[config.mk]
export PLATFORM = sky130hd
export DESIGN_NAME = rcu_top
export DESIGN_NICKNAME = d
export VERILOG_FILES = /design/src/hdl/rcu_pkg.sv /design/src/hdl/rcu_timed_chan.sv /design/src/hdl/rcu_top.sv
export VERILOG_INCLUDE_DIRS = /design/src /design/src/hdl
export SDC_FILE = /design/constraint.sdc
export NUM_CORES = 1
export LEC_CHECK = 0
export ABC_AREA = 1
export BUFFER_PORTS_ARGS = -buffer_cell sky130_fd_sc_hd__buf_4
export CAP_MARGIN = 20
export CELL_PAD_IN_SITES_DETAIL_PLACEMENT = 1
export CELL_PAD_IN_SITES_GLOBAL_PLACEMENT = 1
export CORE_ASPECT_RATIO = 0.8
export CORE_MARGIN = 2
export CORE_UTILIZATION = 30
export CTS_BUF_LIST = sky130_fd_sc_hd__clkbuf_8
export DETAILED_ROUTE_END_ITERATION = 8
export PLACE_DENSITY = 0.64
export SYNTH_ARGS = -nofsm -noshare
export SYNTH_HDL_FRONTEND = slang
export SYNTH_SLANG_ARGS = --single-unit
[constraint.sdc]
create_clock -name ref_clk -period 15.9 [get_ports ref_clk]
set_clock_uncertainty 0.1 [all_clocks]
set_input_delay 0.795 -clock ref_clk [delete_from_list [all_inputs] [get_ports ref_clk]]
set_output_delay 0.795 -clock ref_clk [all_outputs]
set_load 0.01 [all_outputs]
[src/hdl/rcu_consts.svh]
// Constants of the radio control unit: offsets, fields, reset values and timing.
// What this block does
// - Five timed control outputs are provided for an external front-end module or power amplifier.
// - Timed output edges move in steps of one microsecond, counted by ticks from the radio clock.
// - The five outputs reach a pin when that pin selects function id 55 to 59.
// - Edges sit at programmed offsets after the rise and fall of the transmit or receive enable.
// - The unit holds the radio timing settings and takes direct strobes from the link-layer MAC.
// - The diagnostic interrupt is fed by programmable sources from the MAC and from the radio.
// - Four identical selectors, split over two registers, each have a word and a bit choice.
// - Word choice 0 or 1 picks the MAC diagnostic bit named by the bit choice; 2 or 3 picks radio.
// - On the radio side bit choice 7 is transmit, 6 receive, 5 down to 0 timed outputs 26 to 21.
// - Timed outputs 21 to 26 also trigger radio events and are visible as diagnostic sources.
// - Registers are 16 bits wide, one per aligned word, reached over the peripheral bus.
`ifndef RCU_CONSTS_SVH
`define RCU_CONSTS_SVH

`define RCU_CLK_PERIOD_NS   4
`define RCU_TICK_NS         1000
`define RCU_TICK_CYCLES     (`RCU_TICK_NS / `RCU_CLK_PERIOD_NS)

`define RCU_NUM_EXT         5
`define RCU_NUM_INT         6
`define RCU_NUM_CH          11
`define RCU_DLY_W           8
`define RCU_PID_FIRST       6'h37
`define RCU_PID_LAST        6'h3B

`define RCU_ADDR_W          12
`define RCU_OFS_CTRL        12'h000
`define RCU_OFS_STATUS      12'h004
`define RCU_OFS_MASK        12'h008
`define RCU_OFS_SEL_LOW     12'h00C
`define RCU_OFS_SEL_HIGH    12'h010
`define RCU_OFS_LIVE        12'h014
`define RCU_OFS_CHAN        12'h040
`define RCU_CHAN_SHIFT      3

`define RCU_CTRL_EN_BIT     0
`define RCU_CTRL_RST        1'h0
`define RCU_STAT_W          3
`define RCU_STAT_DIAG       0
`define RCU_STAT_START      1
`define RCU_STAT_END        2
`define RCU_STAT_RST        3'h0
`define RCU_SEL_BSEL_LSB    0
`define RCU_SEL_WSEL_LSB    4
`define RCU_SEL_STRIDE      8
`define RCU_CH_SRC_BIT      8
`define RCU_CH_EN_BIT       9

`define RCU_HSIZE_WORD      3'h2
`define RCU_HTRANS_NSEQ_BIT 1

`endif

[src/hdl/rcu_pkg.sv]
// Types shared by the radio control unit modules.
package rcu_pkg;
  `include "rcu_consts.svh"

  // Bit 1 of the state code is the channel output itself.
  typedef enum logic [1:0] {
    RCU_IDLE     = 2'b00,
    RCU_WAIT_ON  = 2'b01,
    RCU_ACTIVE   = 2'b10,
    RCU_WAIT_OFF = 2'b11
  } rcu_chan_state_t;

  typedef struct packed {
    logic                  en;
    logic                  src_rx;
    logic [`RCU_DLY_W-1:0] rise_dly;
    logic [`RCU_DLY_W-1:0] fall_dly;
  } rcu_chan_cfg_t;

  typedef struct packed {
    logic [1:0] wsel;
    logic [2:0] bsel;
  } rcu_sel_t;
endpackage : rcu_pkg

[src/hdl/rcu_timed_chan.sv]
// One timed control output channel with edge delays counted in microsecond ticks.
`timescale 1ns/1ps
module rcu_timed_chan
  import rcu_pkg::*;
(
  input  wire logic          clk,       // Radio clock.
  input  wire logic          rst_n,     // Synchronised reset, active low.
  input  wire logic          us_tick,   // One-cycle pulse each microsecond.
  input  wire logic          start,     // Rising edge of the chosen strobe.
  input  wire logic          stop,      // Falling edge of the chosen strobe.
  input  wire rcu_chan_cfg_t cfg,       // Channel settings.
  output logic               out_level  // Timed output, straight from a flop.
);

  rcu_chan_state_t       state;
  logic [`RCU_DLY_W-1:0] count;

  // Delays of zero act on the strobe edge itself; others run whole ticks.
  always_ff @(posedge clk or negedge rst_n) begin
    if (!rst_n) begin
      state <= RCU_IDLE;
      count <= '0;
    end else if (!cfg.en) begin
      state <= RCU_IDLE;
      count <= '0;
    end else begin
      case (state)
        RCU_IDLE: begin
          if (start) begin
            count <= cfg.rise_dly;
            state <= (cfg.rise_dly == '0) ? RCU_ACTIVE : RCU_WAIT_ON;
          end
        end
        RCU_WAIT_ON: begin
          if (stop) begin
            state <= RCU_IDLE;
          end else if (us_tick) begin
            if (count == `RCU_DLY_W'(1)) begin
              state <= RCU_ACTIVE;
            end
            count <= count - `RCU_DLY_W'(1);
          end
        end
        RCU_ACTIVE: begin
          if (stop) begin
            count <= cfg.fall_dly;
            state <= (cfg.fall_dly == '0) ? RCU_IDLE : RCU_WAIT_OFF;
          end
        end
        RCU_WAIT_OFF: begin
          if (us_tick) begin
            if (count == `RCU_DLY_W'(1)) begin
              state <= RCU_IDLE;
            end
            count <= count - `RCU_DLY_W'(1);
          end
        end
        default: begin
          state <= RCU_IDLE;
        end
      endcase
    end
  end

  assign out_level = state[1];

endmodule : rcu_timed_chan

[src/hdl/rcu_top.sv]
// Radio control unit: timed outputs, diagnostic interrupt selection, AHB-Lite registers.
`timescale 1ns/1ps
module rcu_top
  import rcu_pkg::*;
#(
  parameter int TICK_CYCLES = `RCU_TICK_CYCLES  // Clock cycles in one microsecond.
)
(
  input  wire logic        ref_clk,          // Radio clock, 250 MHz.
  input  wire logic        rst_n,            // Asynchronous reset, active low.
  input  wire logic        hsel,             // AHB slave select.
  input  wire logic [31:0] haddr,            // AHB address.
  input  wire logic [1:0]  htrans,           // AHB transfer type.
  input  wire logic        hwrite,           // AHB write flag.
  input  wire logic [2:0]  hsize,            // AHB transfer size.
  input  wire logic [31:0] hwdata,           // AHB write data.
  input  wire logic        hready,           // AHB bus ready.
  output logic             hreadyout,        // AHB slave ready.
  output logic             hresp,            // AHB response, always OKAY.
  output logic [31:0]      hrdata,           // AHB read data.
  input  wire logic        tx_en,            // MAC transmit enable strobe.
  input  wire logic        rx_en,            // MAC receive enable strobe.
  input  wire logic [7:0]  mac_diagnostic_bit, // MAC diagnostic bus.
  input  wire logic [5:0]  pin_function_id,  // Function chosen for the output pin.
  output logic             pin_fn_out,       // Level driven to that pin.
  output logic [4:0]       timed_ext,        // Timed outputs for the front end.
  output logic [5:0]       timed_int,        // Timed outputs first to last.
  output logic             radio_diagnostic_interrupt, // OR of selected sources.
  output logic             irq               // Masked sticky event interrupt.
);

  localparam int NCH = `RCU_NUM_CH;
  localparam int TW  = $clog2(TICK_CYCLES + 1);

  // A tick period below one cycle cannot be produced by the divider.
  if (TICK_CYCLES < 1) begin : g_bad_tick
    $error("TICK_CYCLES must be at least one");
  end

  // Reset release through two flops; the rest of the design uses the copy.
  logic rst_meta_n;
  logic rst_sync_n;
  always_ff @(posedge ref_clk or negedge rst_n) begin
    if (!rst_n) begin
      rst_meta_n <= 1'b0;
      rst_sync_n <= 1'b0;
    end else begin
      rst_meta_n <= 1'b1;
      rst_sync_n <= rst_meta_n;
    end
  end

  // Register state.
  logic                   ctrl_en;
  logic [`RCU_STAT_W-1:0] status;
  logic [`RCU_STAT_W-1:0] mask;
  rcu_sel_t               sel [4];
  rcu_chan_cfg_t          chan_cfg [NCH];

  // Bus data-phase bookkeeping.
  logic                   wr_pend;
  logic                   wr_full;
  logic                   rd_pend;
  logic [`RCU_ADDR_W-1:0] dp_addr;

  // Strobe history for edge detection; strobes share this clock.
  logic tx_q;
  logic rx_q;
  logic diag_q;

  logic [NCH-1:0] timed;
  logic [TW-1:0]  tick_cnt;
  logic           us_tick;

  // Selector decode shared by all four selectors.
  function automatic logic pick_src(input rcu_sel_t s, input logic [7:0] mac,
                                    input logic [7:0] radio);
    if (s.wsel[1] == 1'b0) begin
      pick_src = mac[s.bsel];
    end else begin
      pick_src = radio[s.bsel];
    end
  endfunction : pick_src

  // Channel index of a channel-region address, or NCH when outside it.
  function automatic int chan_index(input logic [`RCU_ADDR_W-1:0] a);
    logic [`RCU_ADDR_W-1:0] rel;
    rel = a - `RCU_OFS_CHAN;
    if (a < `RCU_OFS_CHAN || int'(rel >> `RCU_CHAN_SHIFT) >= NCH) begin
      chan_index = NCH;
    end else begin
      chan_index = int'(rel >> `RCU_CHAN_SHIFT);
    end
  endfunction : chan_index

  // Microsecond tick divider; it runs only while the unit is enabled.
  always_ff @(posedge ref_clk or negedge rst_sync_n) begin
    if (!rst_sync_n) begin
      tick_cnt <= '0;
    end else if (!ctrl_en || tick_cnt == TW'(TICK_CYCLES - 1)) begin
      tick_cnt <= '0;
    end else begin
      tick_cnt <= tick_cnt + TW'(1);
    end
  end
  assign us_tick = ctrl_en && (tick_cnt == TW'(TICK_CYCLES - 1));

  // Previous strobe levels for the edge pulses below.
  always_ff @(posedge ref_clk or negedge rst_sync_n) begin
    if (!rst_sync_n) begin
      tx_q   <= 1'b0;
      rx_q   <= 1'b0;
      diag_q <= 1'b0;
    end else begin
      tx_q   <= tx_en;
      rx_q   <= rx_en;
      diag_q <= radio_diagnostic_interrupt;
    end
  end

  logic tx_rise;
  logic tx_fall;
  logic rx_rise;
  logic rx_fall;
  assign tx_rise = tx_en && !tx_q;
  assign tx_fall = !tx_en && tx_q;
  assign rx_rise = rx_en && !rx_q;
  assign rx_fall = !rx_en && rx_q;

  // Channels 0 to 4 face the front end; 5 to 10 are the radio-internal set.
  for (genvar c = 0; c < NCH; c++) begin : g_chan
    rcu_timed_chan u_chan (
      .clk       (ref_clk),
      .rst_n     (rst_sync_n),
      .us_tick   (us_tick),
      .start     (ctrl_en && (chan_cfg[c].src_rx ? rx_rise : tx_rise)),
      .stop      (ctrl_en && (chan_cfg[c].src_rx ? rx_fall : tx_fall)),
      .cfg       (chan_cfg[c]),
      .out_level (timed[c])
    );
  end

  assign timed_ext = timed[`RCU_NUM_EXT-1:0];
  assign timed_int = timed[NCH-1:`RCU_NUM_EXT];

  // Pin function mux; ids outside the window leave the pin low.
  always_ff @(posedge ref_clk or negedge rst_sync_n) begin
    if (!rst_sync_n) begin
      pin_fn_out <= 1'b0;
    end else if (pin_function_id >= `RCU_PID_FIRST && pin_function_id <= `RCU_PID_LAST) begin
      pin_fn_out <= timed[3'(pin_function_id - `RCU_PID_FIRST)];
    end else begin
      pin_fn_out <= 1'b0;
    end
  end

  // Four selectors OR-ed into the diagnostic line, held in a flop.
  logic [7:0] radio_vec;
  logic [3:0] sel_hit;
  assign radio_vec = {tx_en, rx_en, timed[NCH-1:`RCU_NUM_EXT]};
  for (genvar s = 0; s < 4; s++) begin : g_sel
    assign sel_hit[s] = pick_src(sel[s], mac_diagnostic_bit, radio_vec);
  end
  always_ff @(posedge ref_clk or negedge rst_sync_n) begin
    if (!rst_sync_n) begin
      radio_diagnostic_interrupt <= 1'b0;
    end else begin
      radio_diagnostic_interrupt <= |sel_hit;
    end
  end

  // AHB address phase; reads take one wait state so hrdata comes from a flop.
  logic addr_ok;
  assign addr_ok = hsel && htrans[`RCU_HTRANS_NSEQ_BIT] && hready;
  always_ff @(posedge ref_clk or negedge rst_sync_n) begin
    if (!rst_sync_n) begin
      wr_pend <= 1'b0;
      wr_full <= 1'b0;
      rd_pend <= 1'b0;
      dp_addr <= '0;
    end else begin
      wr_pend <= addr_ok && hwrite;
      wr_full <= hsize == `RCU_HSIZE_WORD;
      rd_pend <= addr_ok && !hwrite;
      if (addr_ok) begin
        dp_addr <= haddr[`RCU_ADDR_W-1:0];
      end
    end
  end
  assign hreadyout = !rd_pend;
  assign hresp     = 1'b0;

  // Narrow writes are dropped, which keeps the 16-bit registers whole.
  logic wr_go;
  int   wr_ch;
  assign wr_go = wr_pend && wr_full;
  assign wr_ch = chan_index(dp_addr);

  // Control, mask and selector registers.
  always_ff @(posedge ref_clk or negedge rst_sync_n) begin
    if (!rst_sync_n) begin
      ctrl_en <= `RCU_CTRL_RST;
      mask    <= `RCU_STAT_RST;
      for (int i = 0; i < 4; i++) begin
        sel[i] <= '0;
      end
    end else if (wr_go) begin
      if (dp_addr == `RCU_OFS_CTRL) begin
        ctrl_en <= hwdata[`RCU_CTRL_EN_BIT];
      end else if (dp_addr == `RCU_OFS_MASK) begin
        mask <= hwdata[`RCU_STAT_W-1:0];
      end else if (dp_addr == `RCU_OFS_SEL_LOW || dp_addr == `RCU_OFS_SEL_HIGH) begin
        for (int i = 0; i < 2; i++) begin
          sel[(dp_addr == `RCU_OFS_SEL_HIGH ? 2 : 0) + i] <= '{
            wsel: hwdata[i*`RCU_SEL_STRIDE+`RCU_SEL_WSEL_LSB +: 2],
            bsel: hwdata[i*`RCU_SEL_STRIDE+`RCU_SEL_BSEL_LSB +: 3]};
        end
      end
    end
  end

  // Channel settings: low word rise delay, source and enable; high word fall delay.
  always_ff @(posedge ref_clk or negedge rst_sync_n) begin
    if (!rst_sync_n) begin
      for (int i = 0; i < NCH; i++) begin
        chan_cfg[i] <= '0;
      end
    end else if (wr_go && wr_ch < NCH) begin
      if (dp_addr[2] == 1'b0) begin
        chan_cfg[wr_ch].rise_dly <= hwdata[`RCU_DLY_W-1:0];
        chan_cfg[wr_ch].src_rx   <= hwdata[`RCU_CH_SRC_BIT];
        chan_cfg[wr_ch].en       <= hwdata[`RCU_CH_EN_BIT];
      end else begin
        chan_cfg[wr_ch].fall_dly <= hwdata[`RCU_DLY_W-1:0];
      end
    end
  end

  // Sticky events; a new event in the clearing cycle wins over the clear.
  logic [`RCU_STAT_W-1:0] ev;
  logic [`RCU_STAT_W-1:0] clr;
  assign ev[`RCU_STAT_DIAG]  = radio_diagnostic_interrupt && !diag_q;
  assign ev[`RCU_STAT_START] = tx_rise || rx_rise;
  assign ev[`RCU_STAT_END]   = tx_fall || rx_fall;
  assign clr = (wr_go && dp_addr == `RCU_OFS_STATUS) ? hwdata[`RCU_STAT_W-1:0] : '0;
  always_ff @(posedge ref_clk or negedge rst_sync_n) begin
    if (!rst_sync_n) begin
      status <= `RCU_STAT_RST;
    end else begin
      status <= (status & ~clr) | ev;
    end
  end

  // Level interrupt from a flop, high while an unmasked event is held.
  always_ff @(posedge ref_clk or negedge rst_sync_n) begin
    if (!rst_sync_n) begin
      irq <= 1'b0;
    end else begin
      irq <= |(status & mask);
    end
  end

  // Read mux; unmapped addresses read as zero with an OKAY answer.
  logic [31:0] rd_val;
  int          rd_ch;
  always_comb begin
    rd_ch  = chan_index(dp_addr);
    rd_val = 32'h0000_0000;
    if (dp_addr == `RCU_OFS_CTRL) begin
      rd_val[`RCU_CTRL_EN_BIT] = ctrl_en;
    end else if (dp_addr == `RCU_OFS_STATUS) begin
      rd_val[`RCU_STAT_W-1:0] = status;
    end else if (dp_addr == `RCU_OFS_MASK) begin
      rd_val[`RCU_STAT_W-1:0] = mask;
    end else if (dp_addr == `RCU_OFS_SEL_LOW || dp_addr == `RCU_OFS_SEL_HIGH) begin
      for (int i = 0; i < 2; i++) begin
        rd_val[i*`RCU_SEL_STRIDE+`RCU_SEL_WSEL_LSB +: 2] =
          sel[(dp_addr == `RCU_OFS_SEL_HIGH ? 2 : 0) + i].wsel;
        rd_val[i*`RCU_SEL_STRIDE+`RCU_SEL_BSEL_LSB +: 3] =
          sel[(dp_addr == `RCU_OFS_SEL_HIGH ? 2 : 0) + i].bsel;
      end
    end else if (dp_addr == `RCU_OFS_LIVE) begin
      rd_val[13:0] = {tx_en, rx_en, radio_diagnostic_interrupt, timed};
    end else if (rd_ch < NCH) begin
      if (dp_addr[2] == 1'b0) begin
        rd_val[`RCU_DLY_W-1:0]   = chan_cfg[rd_ch].rise_dly;
        rd_val[`RCU_CH_SRC_BIT]  = chan_cfg[rd_ch].src_rx;
        rd_val[`RCU_CH_EN_BIT]   = chan_cfg[rd_ch].en;
      end else begin
        rd_val[`RCU_DLY_W-1:0]   = chan_cfg[rd_ch].fall_dly;
      end
    end
  end

  // Read data is captured during the wait state and held afterwards.
  always_ff @(posedge ref_clk or negedge rst_sync_n) begin
    if (!rst_sync_n) begin
      hrdata <= 32'h0000_0000;
    end else if (rd_pend) begin
      hrdata <= rd_val;
    end
  end

endmodule : rcu_top

==> impl_metrics.json <==
{
  "setup_violations": 0,
  "placed_area_um2": 23100,
  "core_um2": 72100,
  "synth-edff-count": 0,
  "rsz0062_at_grt": "no",
  "ys_seq_area_frac": 0.434,
  "syn_avg_cell_area_um2": 7.59,
  "cts_buffers": 70,
  "multiInputGateArea_um2": 10400,
  "overflow": 0,
  "num_vias": 21429,
  "drt_iter0_drc": 1699,
  "fp.dieArea_um2": 75200,
  "use_met1": 0.325,
  "cts_tree": "built",
  "yosys-top-cells-area": "dfrtp_1, nand2_1, o21ai_0",
  "gp_congestion": 0.910,
  "p_leak_nw": 12.2,
  "dieWidth_um": 306,
  "startpoint_type": "flop",
  "drc_errors": 0,
  "status": "complete, no violations",
  "slew_headroom": 0.296,
  "crit_slowest_cell": "nand3_1",
  "critPathRequiredTime_ps": 16380,
  "synth_cells": 2884,
  "clk-insertion-delay-late_ps": 690,
  "grtUsageTotal": 0.230,
  "grt_pass1_wl_um": 133000,
  "cts_resized": 0,
  "finalCriticalPeriod_ps": 4550,
  "ys_async_sr_fraction": 1.00,
  "fp-row-count": 88,
  "drt_wl_total_um": 87100,
  "yosysTopAreaCell": "dfrtp_1",
  "synth_area_um2": 21900,
  "grtUsageMet3": 0.0590,
  "fmax_ghz": 0.220,
  "fillers": 8818,
  "grt_pass1_vias": 21586,
  "synth-seq-cells": 380,
  "crit_chain": "inv_1 > ha_1 > nand2_1 > nor2_1 > nand3_2 > nor2_8 > nand3_4 > inv_2 > nand2_2 > nor2_2 > nand3_1 > o21ai_0",
  "yosysTopAreaCellShare": 0.434,
  "max_stage_delay_ps": 650,
  "grtUsageMet2": 0.341,
  "drv_slew": 0,
  "worst-setup-path-type": "flop to flop",
  "ir_drop_mv": 0.0500,
  "io_buffer_count": 78,
  "yosysUniqueCellTypes": 57,
  "first_pass_iters": 5,
  "cts_buffer_depth": 3,
  "utilization": 0.341,
  "ios": 138,
  "synthToLayoutAreaGrowth_pct": 12.3,
  "hold_viol": 0,
  "die_h_um": 246,
  "drive_above_1_share": 0.0896,
  "busiest_layer": "met2",
  "endpoint_kind": "flop",
  "dp_hpwl_um": 62900,
  "synthFlopType": "dfrtp_1",
  "antenna_found_initial": 2,
  "cts.clk_slew.worst_paths_ps": 60,
  "p_per_area_nw_per_um2": 121,
  "hp-class": "input port to flop",
  "postRouteAntennaNets": 0,
  "tns_ps": 0,
  "ys_warn_count": 0,
  "worstPathArrival_ps": 5030,
  "tightest_slew_ps": 1060,
  "grt_start_max_net_pins": 153,
  "start_util": 0.304,
  "max-cap-violations": 0,
  "finalInstanceArea_um2": 24600,
  "wl_per_cell_um": 22.2,
  "cp_max_fo": 33,
  "seqCellArea_um2": 9510,
  "clockRootBuffer": "clkbuf_8",
  "min_period_over_period": 0.286,
  "h-tree-depth": 3,
  "viasPerCell": 5.47,
  "nets": 3037,
  "clock-sinks": 380
}
## flip-flops by register name (all words and copies together), names as in the netlist
signal	count
rx_q	1
pin_fn_out	1
rst_meta_n	1
diag_q	1
ctrl_en	1
radio_diagnostic_interrupt	1
tick_cnt	8
chan_cfg	198
tx_q	1
mask	3
hrdata	14
wr_full	1
status	3
sel	20
wr_pend	1
dp_addr	12
irq	1
rst_sync_n	1
g_chan.u_chan.state	22
g_chan.u_chan.count	88
rd_pend	1
## cells in the mapped netlist, drive strengths merged (25+ instances only)
master,n
nand2,611
o21ai,437
dfrtp,380
inv,332
nor2,261
nand3,177
a21oi,112
clkbuf,84
buf,72
o22ai,57
nand4,42
o211ai,35
nor3,33
xor2,31
a221oi,28
ha,28
o221ai,25
## kinds of logic after synthesis
kind of cell	Yosys count	share of synthesized area
other	2	0.000343
XOR/XNOR	36	0.0144
flip-flops	380	0.434
multiplexers	6	0.00303
adder cells (fa/ha/maj)	28	0.0160
AND/OR/NAND/NOR	1156	0.228
buffers and inverters	494	0.0945
AO/OA/AOI/OAI	782	0.210
## through the flow
step                      total power [W]  worst slack [ps]  hold slack, ps  cells
after global placement            0.00195             11630             231   3789
after global routing              0.00316             10990             124   3913
after floorplan                   0.00173              4420             231   2902
final                             0.00297             11350             157   3914
after CTS                         0.00300             11480            97.3   3912
after detailed placement          0.00199             11510             236   3790
## power breakdown
group | switching, W | internal [W] | leakage [nW]
clock | 0.000455 | 0.000538 | 0.795
combinational | 0.000502 | 0.000268 | 7.60
sequential | 0.000135 | 0.00108 | 3.82
## layer usage
metal | part of all wire | vias to the layer above
met2 | 0.42 | 696
met1 | 0.47 | 10725
li1 | - | 9835
met5 | 0.00025 | -
met3 | 0.077 | 169
met4 | 0.031 | 4
## worst paths after layout
path / endpoint / slack, ps / start / depth (start not counted)
setup / recovery: chan_cfg[117] / 11350 / dp_addr[6] / 12
hold / removal: rd_pend / 160 / hwrite / 2
setup reg to reg: chan_cfg[117] / 11350 / dp_addr[6] / 12
hold reg to reg: g_chan[0].u_chan.count[3] / 190 / rst_sync_n / 0
max in group asynchronous: sel[1] / 13500 / rst_sync_n / 3
min in group asynchronous: g_chan[0].u_chan.count[3] / 190 / rst_sync_n / 0
## critical path: cells and delay by family, from the launching register on
kind,cells,cell delay (ps)
buffers and inverters,2,450
AND/OR/NAND/NOR,8,2740
adder cells (fa/ha/maj),1,300
AO/OA/AOI/OAI,1,390
flip-flops,1,430
## final cells by class
| class | count | area share |
|---|---|---|
| timing repair buffer | 101 | 0.0331 |
| sequential | 380 | 0.387 |
| multi-input combinational | 2028 | 0.422 |
| clock buffer | 90 | 0.0504 |
| antenna | 1 | 0.000102 |
| clock inverter | 31 | 0.00794 |
| inverter | 338 | 0.0516 |
| tap | 945 | 0.0481 |
## cell usage in the layout (no fill, tap or decap), drive strengths merged, types with 3 or more instances in the layout
| master | count |
|---|---|
| o2111ai | 16 |
| o22ai | 57 |
| o21ai | 437 |
| o221a | 4 |
| mux2 | 5 |
| o211ai | 35 |
| buf | 100 |
| dfrtp | 380 |
| clkinvlp | 5 |
| o221ai | 25 |
| clkinv | 12 |
| a21oi | 112 |
| nor2 | 261 |
| nand3 | 177 |
| nand4 | 42 |
| or2 | 5 |
| nand2 | 611 |
| clkbuf | 90 |
| nor3 | 33 |
| xnor2 | 5 |
| xor2 | 31 |
| o31ai | 15 |
| a22oi | 3 |
| nor4 | 20 |
| ha | 28 |
| o311ai | 11 |
| o41ai | 21 |
| conb | 20 |
| inv | 350 |
| a221oi | 28 |
| a211oi | 7 |
## timing repair
item / 4_1_cts / 5_1_grt
hold endpoints to repair: 2 / 0
setup endpoints to repair: 0 / 0
setup buffers: 0 / 0
hold buffers: 1 / 0
Power figures use the tool's default switching activity.
